===== config.mk =====
export PLATFORM = sky130hd
export DESIGN_NAME = gpio_port
export DESIGN_NICKNAME = d
export VERILOG_FILES = /design/src/rtl/gpio_port_pkg.sv /design/src/rtl/gpio_port.sv /design/src/rtl/pin_irq_detect.sv /design/src/rtl/pin_sync.sv
export VERILOG_INCLUDE_DIRS = /design/src /design/src/rtl
export SDC_FILE = /design/constraint.sdc
export NUM_CORES = 1
export LEC_CHECK = 0
export ABC_AREA = 0
export BUFFER_PORTS_ARGS = -buffer_cell sky130_fd_sc_hd__buf_2
export CORE_UTILIZATION = 47
export CTS_CLUSTER_DIAMETER = 50
export DETAILED_ROUTE_END_ITERATION = 12
export PLACE_DENSITY = 0.88
export SLEW_MARGIN = 20
export SYNTH_ARGS = -nofsm -noshare
export SYNTH_HDL_FRONTEND = slang
export SYNTH_SLANG_ARGS = --single-unit

===== constraint.sdc =====
create_clock -name pclk -period 1.6 [get_ports pclk]
set_input_delay 0.32 -clock pclk [delete_from_list [all_inputs] [get_ports pclk]]
set_output_delay 0.32 -clock pclk [all_outputs]
set_load 0.05 [all_outputs]

===== src/rtl/gpio_port_defs.svh =====
// offsets, reset values and field positions for the six-bit port
`ifndef GPIO_PORT_DEFS_SVH
`define GPIO_PORT_DEFS_SVH
`define OFF_OUTPUT      12'h000
`define OFF_INPUT       12'h004
`define OFF_PULLUP      12'h008
`define OFF_ALTFN       12'h00c
`define OFF_IRQ_CTRL    12'h010
`define OFF_IRQ_FLAGS   12'h014
`define OFF_BIT_SET     12'h018
`define OFF_BIT_CLR     12'h01c
`define RST_OUTPUT      8'h3f
`define RST_PULLUP      8'h04
`define RST_ALTFN       8'h04
`define RST_IRQ_CTRL    16'h0000
`define PORT_MASK       8'h3f
`define ALTFN_MASK      8'h47
`define PULLUP_MASK     8'hff
`define IRQ_CTRL_MASK   16'h003f
`define BIT_PIE         0
`define BIT_PIT         2
`define BIT_PIP         4
`define BIT_RESET_PIN_DISABLE        6
`define BIT_SCL_PU      6
`define BIT_SDA_PU      7
`define SEL_SHIFT       3
`endif


===== src/rtl/gpio_port_pkg.sv =====
// types shared by the port files
`default_nettype none
package gpio_port_pkg;
    typedef struct packed {
        logic [5:0] in;
        logic [5:0] out;
        logic [5:0] oe;
    } pad_bus_t;
    typedef struct packed {
        logic [5:0] weak_pu;
        logic [5:0] strong_pu;
        logic [1:0] serial_pd;
        logic [1:0] serial_pu;
    } pull_ctrl_t;
    typedef struct packed {
        logic       enable;
        logic       edge_sel;
        logic       polarity;
    } irq_cfg_t;
endpackage
`default_nettype wire


===== src/rtl/gpio_port.sv =====
// six-bit port with pull control, alternate functions and pin interrupts behind apb
`include "gpio_port_defs.svh"
`default_nettype none
module gpio_port
    import gpio_port_pkg::*;
(
    input  wire logic        pclk,
    input  wire logic        presetn,
    input  wire logic        psel,
    input  wire logic        penable,
    input  wire logic        pwrite,
    input  wire logic [11:0] paddr,
    input  wire logic [31:0] pwdata,
    input  wire logic [3:0]  pstrb,
    output logic      [31:0] prdata,
    output logic             pready,
    output logic             pslverr,
    input  wire logic        sleep_mode,
    input  wire logic        stop_mode,
    input  wire logic [5:0]  pad_in,
    output logic      [5:0]  pad_out,
    output logic      [5:0]  pad_oe,
    input  wire logic        scl_in,
    input  wire logic        sda_in,
    input  wire logic [5:0]  alt_out,
    input  wire logic [5:0]  alt_oe,
    output pull_ctrl_t       pulls,
    output logic             external_irq_zero,
    output logic             external_irq_one,
    output logic             reset_pin_n,
    output logic [1:0]       external_irq_flags,
    output logic             tdi_in,
    output logic             tms_in,
    output logic             tck_in,
    input  wire logic        tdo_out,
    input  wire logic        tap_enable
);
    typedef struct packed {
        logic [7:0]  port_output_latch;
        logic [7:0]  port_pullup_select;
        logic [7:0]  port_alternate_function;
        logic [15:0] external_interrupt_control;
        logic [1:0]  flags;
        logic [5:0]  stop_pu;
        logic        stop_prev;
        logic [31:0] rdata;
        logic        err;
    } port_state_t;

    port_state_t s_q;
    port_state_t s_d;
    logic [7:0]  sync_levels;
    logic [5:0]  port_input_levels;
    logic [1:0]  irq_hit;
    irq_cfg_t    cfg0;
    irq_cfg_t    cfg1;
    logic        wr_ok;
    logic [5:0]  nch_on;
    logic [5:0]  pu_on;
    logic [5:0]  own_pin;

    // apply a single-bit set or clear of the bit that wd[2:0] selects, then the mask
    function automatic logic [7:0] bit_op(input logic [7:0] cur, input logic [31:0] wd,
                                          input logic set_op, input logic [7:0] mask);
        logic [7:0] sel;
        sel = 8'h01 << wd[2:0];
        if (set_op)
            bit_op = (cur | sel) & mask;
        else
            bit_op = (cur & ~sel) & mask;
    endfunction

    function automatic logic [7:0] tgt(input logic [31:0] wd, input logic [1:0] idx);
        tgt = {6'h00, 2'(wd[4:`SEL_SHIFT])} == {6'h00, idx} ? 8'hff : 8'h00;
    endfunction

    pin_sync u_sync
    (
        .pclk     (pclk),
        .presetn  (presetn),
        .async_in ({sda_in, scl_in, pad_in}),
        .sync_out (sync_levels)
    );

    assign port_input_levels = sync_levels[5:0];

    assign cfg0 = '{enable:   s_q.external_interrupt_control[`BIT_PIE],
                    edge_sel: s_q.external_interrupt_control[`BIT_PIT],
                    polarity: s_q.external_interrupt_control[`BIT_PIP]};
    assign cfg1 = '{enable:   s_q.external_interrupt_control[`BIT_PIE + 1],
                    edge_sel: s_q.external_interrupt_control[`BIT_PIT + 1],
                    polarity: s_q.external_interrupt_control[`BIT_PIP + 1]};

    pin_irq_detect u_det0
    (
        .pclk    (pclk),
        .presetn (presetn),
        .cfg     (cfg0),
        .level   (port_input_levels[0]),
        .hit     (irq_hit[0])
    );

    pin_irq_detect u_det1
    (
        .pclk    (pclk),
        .presetn (presetn),
        .cfg     (cfg1),
        .level   (port_input_levels[1]),
        .hit     (irq_hit[1])
    );

    assign wr_ok = psel && penable && pwrite;

    always_comb
    begin
        s_d       = s_q;
        s_d.err   = 1'b0;
        s_d.rdata = 32'h0000_0000;
        s_d.flags = s_q.flags | irq_hit;
        s_d.stop_prev = stop_mode;
        if (stop_mode && !s_q.stop_prev)
            s_d.stop_pu = s_q.port_pullup_select[5:0];
        if (psel && !penable)
        begin
            unique case (paddr)
                `OFF_OUTPUT:    s_d.rdata = {24'h000000, s_q.port_output_latch};
                `OFF_INPUT:     s_d.rdata = {24'h000000, sync_levels[7:6], port_input_levels};
                `OFF_PULLUP:    s_d.rdata = {24'h000000, s_q.port_pullup_select};
                `OFF_ALTFN:     s_d.rdata = {24'h000000, s_q.port_alternate_function};
                `OFF_IRQ_CTRL:  s_d.rdata = {16'h0000, s_q.external_interrupt_control};
                `OFF_IRQ_FLAGS: s_d.rdata = {30'h0, s_q.flags};
                `OFF_BIT_SET,
                `OFF_BIT_CLR:   s_d.rdata = 32'h0000_0000;
                default:        s_d.err   = 1'b1;
            endcase
        end
        if (wr_ok)
        begin
            unique case (paddr)
                `OFF_OUTPUT:
                    if (pstrb[0])
                        s_d.port_output_latch = pwdata[7:0] & `PORT_MASK;
                `OFF_PULLUP:
                    if (pstrb[0])
                        s_d.port_pullup_select = pwdata[7:0] & `PULLUP_MASK;
                `OFF_ALTFN:
                    if (pstrb[0])
                        s_d.port_alternate_function = pwdata[7:0] & `ALTFN_MASK;
                `OFF_IRQ_CTRL:
                begin
                    if (pstrb[0])
                        s_d.external_interrupt_control[7:0] = pwdata[7:0] & 8'(`IRQ_CTRL_MASK);
                end
                `OFF_IRQ_FLAGS:
                    if (pstrb[0])
                        s_d.flags = (s_q.flags & ~pwdata[1:0]) | irq_hit;
                `OFF_BIT_SET,
                `OFF_BIT_CLR:
                begin
                    // pwdata[2:0] bit, pwdata[4:3] register: output, pullup, altfn, irq ctrl
                    if (tgt(pwdata, 2'd0) != 8'h00)
                        s_d.port_output_latch = bit_op(s_q.port_output_latch, pwdata,
                                                       paddr == `OFF_BIT_SET, `PORT_MASK);
                    if (tgt(pwdata, 2'd1) != 8'h00)
                        s_d.port_pullup_select = bit_op(s_q.port_pullup_select, pwdata,
                                                        paddr == `OFF_BIT_SET, `PULLUP_MASK);
                    if (tgt(pwdata, 2'd2) != 8'h00)
                        s_d.port_alternate_function = bit_op(s_q.port_alternate_function, pwdata,
                                                             paddr == `OFF_BIT_SET, `ALTFN_MASK);
                    if (tgt(pwdata, 2'd3) != 8'h00)
                        s_d.external_interrupt_control[7:0] =
                            bit_op(s_q.external_interrupt_control[7:0], pwdata,
                                   paddr == `OFF_BIT_SET, 8'(`IRQ_CTRL_MASK));
                end
                default: ;
            endcase
        end
    end

    always_ff @(posedge pclk or negedge presetn)
    begin
        if (!presetn)
        begin
            s_q                            <= '0;
            s_q.port_output_latch          <= `RST_OUTPUT;
            s_q.port_pullup_select         <= `RST_PULLUP;
            s_q.port_alternate_function    <= `RST_ALTFN;
            s_q.external_interrupt_control <= `RST_IRQ_CTRL;
        end
        else
            s_q <= s_d;
    end

    // per-pin drive: the port owns a pin unless its alternate function is on
    always_comb
    begin
        own_pin = ~(s_q.port_alternate_function[5:0] & 6'h07);
        nch_on  = ~s_q.port_output_latch[5:0] & {6{!sleep_mode}};
        pu_on   = s_q.port_output_latch[5:0] & s_q.port_pullup_select[5:0];
        if (stop_mode)
            pu_on = pu_on | s_q.stop_pu;
    end

    always_comb
    begin
        pad_out = 6'h00;
        pad_oe  = 6'h00;
        for (int i = 0; i < 6; i++)
        begin
            if (own_pin[i])
            begin
                pad_out[i] = 1'b0;
                pad_oe[i]  = nch_on[i];
            end
            else
            begin
                pad_out[i] = alt_out[i];
                pad_oe[i]  = alt_oe[i];
            end
        end
        if (tap_enable)
        begin
            pad_out[4] = tdo_out;
            pad_oe[4]  = 1'b1;
        end
    end

    assign pulls.weak_pu   = {2'b00, pu_on[3:0] & own_pin[3:0]};
    assign pulls.strong_pu = {pu_on[5:4], 4'h0};
    assign pulls.serial_pu = {s_q.port_pullup_select[`BIT_SDA_PU], s_q.port_pullup_select[`BIT_SCL_PU]};
    assign pulls.serial_pd = ~pulls.serial_pu;

    assign external_irq_zero  = s_q.port_alternate_function[0] & port_input_levels[0];
    assign external_irq_one   = s_q.port_alternate_function[1] & port_input_levels[1];
    assign reset_pin_n        = !(s_q.port_alternate_function[2] && !s_q.port_alternate_function[`BIT_RESET_PIN_DISABLE])
                                || port_input_levels[2];
    assign external_irq_flags = s_q.flags;
    assign tdi_in             = port_input_levels[0];
    assign tms_in             = port_input_levels[1];
    assign tck_in             = port_input_levels[3];

    assign prdata  = s_q.rdata;
    assign pready  = 1'b1;
    assign pslverr = s_q.err & psel & penable;
endmodule
`default_nettype wire


===== src/rtl/pin_irq_detect.sv =====
// level or edge detector for one pin interrupt
`default_nettype none
module pin_irq_detect
    import gpio_port_pkg::*;
(
    input  wire logic     pclk,
    input  wire logic     presetn,
    input  wire irq_cfg_t cfg,
    input  wire logic     level,
    output logic          hit
);
    typedef struct packed {
        logic prev;
    } det_state_t;
    det_state_t s_q;
    det_state_t s_d;
    logic       is_hit;

    always_comb
    begin
        s_d      = s_q;
        s_d.prev = level;
        if (!cfg.enable)
            is_hit = 1'b0;
        else if (!cfg.edge_sel)
            is_hit = (level == cfg.polarity);
        else
            is_hit = cfg.polarity ? (level && !s_q.prev) : (!level && s_q.prev);
    end

    always_ff @(posedge pclk or negedge presetn)
    begin
        if (!presetn)
            s_q <= '0;
        else
            s_q <= s_d;
    end

    assign hit = is_hit;
endmodule
`default_nettype wire


===== src/rtl/pin_sync.sv =====
// two-stage synchroniser for pin inputs
`default_nettype none
module pin_sync
    import gpio_port_pkg::*;
(
    input  wire logic       pclk,
    input  wire logic       presetn,
    input  wire logic [7:0] async_in,
    output logic      [7:0] sync_out
);
    typedef struct packed {
        logic [7:0] meta;
        logic [7:0] sync;
    } sync_state_t;
    sync_state_t s_q;
    sync_state_t s_d;

    always_comb
    begin
        s_d      = s_q;
        s_d.meta = async_in;
        s_d.sync = s_q.meta;
    end

    always_ff @(posedge pclk or negedge presetn)
    begin
        if (!presetn)
            s_q <= '0;
        else
            s_q <= s_d;
    end

    assign sync_out = s_q.sync;
endmodule
`default_nettype wire


==> results_tabular.tex, run 1 <==
\begin{tabular}{lr}
\hline
Metric & Value \\
\hline
\multicolumn{2}{l}{\textbf{Status}} \\
Status & complete, but fails checks \\
Violated checks & negative setup slack \\
\multicolumn{2}{l}{\textbf{GRT}} \\
Overall fraction of global-route tracks in use & 0.237 \\
Initial antenna violation count & 0 \\
Maximum number of pins on one net before global-route repair & 61 \\
Via count of the first global-routing pass & 2745 \\
Global-route wire length before repair & 13000 µm \\
Remaining global-route overflow & 0 \\
\multicolumn{2}{l}{\textbf{Clock tree}} \\
Clock-pin slew of the registers on the worst-case setup and hold paths & 0.07 ns \\
CTS tree & yes \\
Maximum level of the CTS H-tree & 3 \\
Insertion delay to the later sink of the worst-skew pair & 0.34 ns \\
Clock Tree Buf Depth & 2 \\
TritonCTS Buffers & 9 \\
Number of sinks driven by the clock tree & 60 \\
Root cell of the clock tree & clkbuf\_8 \\
\multicolumn{2}{l}{\textbf{Worst setup path}} \\
Critical setup path kind & register to output port \\
Startpoint kind of the worst setup timing path & register \\
Max Fanout on Critical Path & 2 \\
WP data required & 1.28 ns \\
Worst endpoint data arrival time & 1.39 ns \\
CP Capture Type & output port \\
\multicolumn{2}{l}{\textbf{Floorplanning}} \\
Die Footprint & 0.00728 mm² \\
Rows & 29 \\
Initial Utilization & 0.499 \\
Number of primary I/O pins & 147 \\
Vertical die dimension & 85.3 µm \\
Area inside the core boundary & 0.00653 mm² \\
DIE WIDTH & 85.3 µm \\
\multicolumn{2}{l}{\textbf{STA}} \\
Crit path time final & 1.71 ns \\
Worst-case clock skew & 0.00647 ns \\
Period utilization & 1.07 \\
Total negative slack for setup checks & -0.255 ns \\
Setup violators final & 3 \\
Pins over their slew limit & 0 \\
Highest clock frequency the design can meet & 583 MHz \\
Setup repair after global routing missed its margin & true \\
Number of hold violations in the final report & 0 \\
Worst-case setup margin in the final layout & -0.114 ns \\
\multicolumn{2}{l}{\textbf{Synthesis}} \\
Mean Syn Cell Area & 9.77 µm² \\
Xor/xnor share of the synthesized area & 0 \\
Leading cell type by number of instances after synthesis & dfrtp\_1 \\
Sequential area share after synthesis & 0.463 \\
Largest area contributor in the synthesized netlist & dfrtp\_1 \\
Share of synthesized cell area in and, or, nand and nor gates & 0.182 \\
Post-synth cell types & 46 \\
Mapped Cells & 334 \\
Share of Yosys cell area claimed by the top area cell type & 0.399 \\
Total of warnings raised by yosys & 0 \\
Leading post-synthesis cells by instance count & dfrtp\_1, buf\_4, a21oi\_1 \\
Share of synthesized cell area in full adder, half adder and majority cells & 0 \\
Portion of netlist area occupied by mux cells & 0.0886 \\
Ys flop type & dfrtp\_1 \\
FFs w/ async S/R, synth & 1.00 \\
Cell Area, Synth & 0.00326 mm² \\
Main combinational cell family by area after synthesis & simple AND/OR/NAND/NOR gates \\
Count of state elements after synthesis & 60 \\
Number of synthesized flops with an enable pin & 0 \\
Area fraction in compound gates after synthesis & 0.139 \\
Dominant cells by area after synthesis & dfrtp\_1, buf\_4, dfstp\_2, a21oi\_1, mux2\_2 \\
\multicolumn{2}{l}{\textbf{Placement}} \\
Port Buffer Count & 80 \\
Dpl cell area & 0.00380 mm² \\
Routability congestion estimate from global placement & 0.943 \\
Final HPWL DP & 6100 µm \\
\multicolumn{2}{l}{\textbf{Route}} \\
TritonRoute pass-1 iters & 4 \\
Detailed Route WL & 8540 µm \\
Routed vias/inst & 5.40 \\
Average routed wire per standard cell & 16.1 µm \\
Vias post-DR & 2869 \\
Initial drt markers & 190 \\
Antenna-violating nets left & 0 \\
Post-route DRC violation count & 0 \\
\multicolumn{2}{l}{\textbf{Finish}} \\
Fraction of layout instances using a drive strength above 1 & 0.443 \\
Finished layout cell area & 0.00428 mm² \\
Filler Cell Count & 530 \\
P\&R area growth vs syn & 31.3\% \\
Antenna diode count & 0 \\
Final Net Count & 526 \\
Multi-input gate area & 0.00156 mm² \\
Sequential cell area & 0.00151 mm² \\
\multicolumn{2}{l}{\textbf{Worst hold path}} \\
Class of the tightest hold or removal check & input port to register \\
\multicolumn{2}{l}{\textbf{Power}} \\
Pwr per Cell Area & 863 mW/mm² \\
Worst IR Drop VDD & 0.748 mV \\
Leakage & 2.07 nW \\
\multicolumn{2}{l}{\textbf{Job}} \\
Max Cap Violations & 0 \\
\hline
\end{tabular}
[power by group]
group / switching, mW / internal [mW]
clock network: 0.584 / 1.01
registers: 0.0135 / 1.55
logic: 0.398 / 0.145
[worst max-delay path, cell delays in order, from the launching register on]
cell	delay (ns)
dfstp_2	0.53
or3b_4	0.37
buf_8	0.16
[cells by family (layout without fill, tap and decap cells)]
| logic type | count (synthesis) | count (layout) |
|---|---|---|
| mux | 24 | 24 |
| compound gates | 76 | 76 |
| other cells | 2 | 33 |
| flops | 60 | 60 |
| buf+inv | 61 | 150 |
| simple gates | 111 | 111 |
[cell type report]
class / instances / share of cell area
clock buffers: 13 / 0.0394
clock inverters: 3 / 0.0161
inverters: 4 / 0.00350
multi-input cells: 244 / 0.363
flip-flops and latches: 60 / 0.353
well taps: 77 / 0.0225
repair buffers: 130 / 0.202
[routing by layer]
metal | vias to the layer above | track usage | routed length [µm]
li1 | 1335 | - | -
met3 | 23 | 0.0516 | 543
met1 | 1365 | 0.289 | 3490
met5 | - | 0 | 0
met4 | 0 | 0.109 | 262
met2 | 146 | 0.404 | 4240
[metrics by stage]
step           total power, mW  utilization  hold WS [ns]  std cells  setup WS [ns]
6_report                  3.70        0.656        0.0836        531         -0.114
5_1_grt                   3.82        0.656        0.0683        531         -0.143
4_1_cts                   3.71        0.636        0.0677        522         -0.131
3_5_place_dp              2.11        0.582         0.335        501         -0.315
3_3_place_gp              2.10        0.582         0.332        501         -0.285
2_1_floorplan             1.99            -        0.0244        365        -0.0909
[path summary, 6_finish.rpt]
check / startpoint / endpoint / slack [ns] / depth (start not counted)
setup / recovery: register / reset_pin_n / -0.11 / 2
hold / removal: pad_in[0] / u_sync.s_d[0] / 0.08 / 1
hold reg to reg: u_sync.s_d[6] / u_sync.sync_out[6] / 0.35 / 0
min in group asynchronous: presetn / u_sync.s_d[5] / 0.52 / 3
setup reg to reg: register / prdata[1] / 0.14 / 5
max in group asynchronous: presetn / asynchronous set/reset pin / 0.78 / 3
[cell usage in the layout (no fill, tap or decap), types with 8 or more instances in the layout]
cell      Yosys  routed
buf_2         5      70
dfrtp_1      52      50
buf_4        46      47
a21oi_1      36      36
conb_1        2      33
nor2_1       29      25
nand2_1      23      22
mux2_2       15      14
clkbuf_8      0      12
nand3_1      13      11
o21ai_0      10      10
buf_6         0       9
nor2b_1       8       8
dfstp_2       8       8
[timing repair]
item | 4_1_cts | 5_1_grt
gates cloned | 0 | 1
pin swaps | 4 | 7
buffers inserted | 4 | 8
hold buffers | 1 | 0
endpoints found under the setup margin | 11 | 25
gates resized for setup | 24 | 16
hold endpoints to repair | 52 | 0
Power figures use the tool's default switching activity.
==> inputs of run 2 (changes only) <==
- CAP_MARGIN: default -> 20
- CORE_ASPECT_RATIO: default -> 0.75
- CORE_UTILIZATION: 47 -> 50
- PLACE_DENSITY: 0.88 -> 0.92
- clock period: 1.6 -> 2.2 ns (I/O delays scaled with it)
==> run 2 against run 1 <==
Effect of this change: the run now ends clean; register-to-register slack gained 0.70 ns; worst setup slack better by 0.28 ns; critical endpoint unchanged; critical path depth stayed put; cell count shrank 7.0%; non-clock buffer count shrank 41; critical path type unchanged.
==> results_tabular.tex, run 2 (synthesis gave the netlist of run 1 again) <==
\begin{tabular}{lr}
\hline
Metric & Value \\
\hline
\multicolumn{2}{l}{\textbf{Worst setup path}} \\
Critical setup path kind & register to output port \\
Stage delay of the slowest cell on the critical path & 0.59 ns (+0.06 ns) \\
Max Fanout on Critical Path & 7 (+5) \\
Launch instance of the worst register-to-register path & u\_sync.sync\_out[1] \\
Startpoint kind of the worst setup timing path & register \\
Worst Reg-to-Reg Cells & 3 (-2) \\
Reg2reg setup slack & 0.84 ns (+0.70 ns) \\
Endpoint of the worst-slack reg-to-reg timing path & prdata[1] \\
Ordered list of cells on the worst path & or3b\_2 -> buf\_2 \\
WP data required & 1.76 ns (+0.48 ns) \\
CP Capture Type & output port \\
Worst endpoint data arrival time & 1.59 ns (+0.20 ns) \\
Worst path slowest cell & dfstp\_2 \\
\multicolumn{2}{l}{\textbf{Power}} \\
Pwr per Cell Area & 651 mW/mm² (-25\%) \\
Leakage & 1.81 nW (-13\%) \\
Tot Pwr & 2.43 mW (-34\%) \\
Worst IR Drop VDD & 0.597 mV (-20\%) \\
\multicolumn{2}{l}{\textbf{STA}} \\
Setup violators final & 0 (-3) \\
Worst-case clock skew & 0.00875 ns (+0.00228 ns) \\
Pins over their slew limit & 0 (unchanged) \\
Max transition margin & 0.508 \\
Total negative slack for setup checks & 0 ns (+0.255 ns) \\
Worst slew pin tran & 0.738 ns \\
Number of hold violations in the final report & 0 (unchanged) \\
Period utilization & 0.925 \\
Setup repair after global routing missed its margin & false \\
Highest clock frequency the design can meet & 491 MHz \\
Worst-case setup margin in the final layout & 0.165 ns (+0.279 ns) \\
Crit path time final & 2.03 ns \\
\multicolumn{2}{l}{\textbf{Route}} \\
Vias post-DR & 2698 (-6.0\%) \\
Initial drt markers & 182 (-4.2\%) \\
Detailed Route WL & 7700 µm (-9.8\%) \\
Post-route DRC violation count & 0 (unchanged) \\
Antenna-violating nets left & 0 (unchanged) \\
Routed vias/inst & 5.46 (+1.1\%) \\
Average routed wire per standard cell & 15.6 µm (-3.1\%) \\
TritonRoute pass-1 iters & 5 (+1) \\
\multicolumn{2}{l}{\textbf{Finish}} \\
Multi-input gate area & 0.00146 mm² (-6.3\%) \\
Commonest cells after routing, fill and taps aside & buf\_2, dfrtp\_1, a21oi\_1 \\
Final Net Count & 485 (-7.8\%) \\
Antenna diode count & 0 (unchanged) \\
Filler Cell Count & 574 (+8.3\%) \\
Finished layout cell area & 0.00374 mm² (-13\%) \\
Sequential cell area & 0.00151 mm² (-0.17\%) \\
Most common library cell in the layout ignoring fill and taps & buf\_2 \\
Fraction of layout instances using a drive strength above 1 & 0.344 (-0.0989) \\
P\&R area growth vs syn & 14.6\% \\
\multicolumn{2}{l}{\textbf{Clock tree}} \\
TritonCTS Buffers & 9 (unchanged) \\
Root cell of the clock tree & clkbuf\_8 \\
CTS tree & yes \\
Number of gates given a new drive strength after cts & 0 (-100\%) \\
Clock Tree Buf Depth & 2 (unchanged) \\
Postcts setup bufs & 0 (-4) \\
Clock-pin slew of the registers on the worst-case setup and hold paths & 0.07 ns (about the same) \\
Insertion delay to the later sink of the worst-skew pair & 0.35 ns (about the same) \\
Maximum level of the CTS H-tree & 3 (unchanged) \\
Hold buffers post-CTS & 0 (-1) \\
Number of sinks driven by the clock tree & 60 (unchanged) \\
\multicolumn{2}{l}{\textbf{Worst hold path}} \\
Critical hold path startpoint & sda\_in \\
Class of the tightest hold or removal check & input port to register \\
Hold-critical path depth & 1 (unchanged) \\
Worst-case hold path end point & u\_sync.s\_d[7] \\
\multicolumn{2}{l}{\textbf{Placement}} \\
Setup Slack @ Placement & 0.0552 ns (+0.370 ns) \\
Final HPWL DP & 5710 µm (-6.4\%) \\
Dpl cell area & 0.00355 mm² (-6.5\%) \\
Port Buffer Count & 80 (unchanged) \\
Routability congestion estimate from global placement & 0.930 (-1.4\%) \\
\multicolumn{2}{l}{\textbf{GRT}} \\
Via count of the first global-routing pass & 2418 (-12\%) \\
Global-route wire length before repair & 12000 µm (-8.1\%) \\
Remaining global-route overflow & 0 (unchanged) \\
Maximum number of pins on one net before global-route repair & 61 (unchanged) \\
Initial antenna violation count & 0 (unchanged) \\
Overall fraction of global-route tracks in use & 0.245 (+0.00722) \\
\multicolumn{2}{l}{\textbf{Floorplanning}} \\
Initial Utilization & 0.519 (+0.0194) \\
DIE WIDTH & 95.3 µm (+12\%) \\
Area inside the core boundary & 0.00629 mm² (-3.7\%) \\
Rows & 25 (-14\%) \\
Vertical die dimension & 72.0 µm (-16\%) \\
Number of primary I/O pins & 147 (unchanged) \\
Die Footprint & 0.00685 mm² (-5.8\%) \\
\multicolumn{2}{l}{\textbf{Job}} \\
Max Cap Violations & 0 (unchanged) \\
\multicolumn{2}{l}{\textbf{Status}} \\
Status & finished, final reports clean \\
\hline
\end{tabular}
run 2: cell count changes in the layout (fill, tap and decap cells not counted), sizes merged:
cell         delta
buf            -40
clkbuf          -2
clkinv          +2
bufinv          -1
clkinvlp        +1
dlygate4sd3     -1
run 2: layer usage:
layer / part of all wire / track usage / wire length (µm)
met2: 0.46 / 0.361 / 3530
met3: 0.10 / 0.0912 / 786
met1: 0.43 / 0.331 / 3280
met4: 0.013 / 0.0892 / 99
met5: 0 / 0 / 0
run 2: report_power, final:
group | leakage (nW) | switching [mW] | total (mW) | internal [mW]
clock | 0.0931 | 0.427 | 0.944 | 0.517
combinational | 0.952 | 0.277 | 0.353 | 0.0768
sequential | 0.764 | 0.0103 | 1.14 | 1.12
total | 1.81 | 0.714 | 2.43 | 1.72
run 2: layout make-up:
cell class,count,share of cell area
clock buffer,11,0.0351
clock inverter,5,0.0141
inverter,4,0.00402
multi-input combinational,244,0.390
sequential,60,0.404
tap,81,0.0271
timing repair buffer,89,0.125
run 2: critical path: cells and delay by family, from the launching register on:
family,cells,cell delay (ns)
and+or+nand+nor,1,0.44
DFF,1,0.59
buffers and inverters,1,0.22
run 2: per-stage QoR:
step	instances	hold WS (ns)	utilization
floorplan	365	0.144	-
CTS	494	0.181	0.595
global route	494	0.177	0.595
global placement	478	0.332	0.565
finish	494	0.190	0.595
detailed placement	478	0.335	0.565
run 2: how the worst max path moves through the flow:
stage / start / end / slack, ns
floorplan: sleep_mode / pad_oe[0] / 0.11
global placement: paddr[9] / register / 0.10
detailed placement: paddr[9] / register / 0.06
CTS: register / reset_pin_n / 0.15
global route: register / reset_pin_n / 0.12
finish: register / reset_pin_n / 0.17
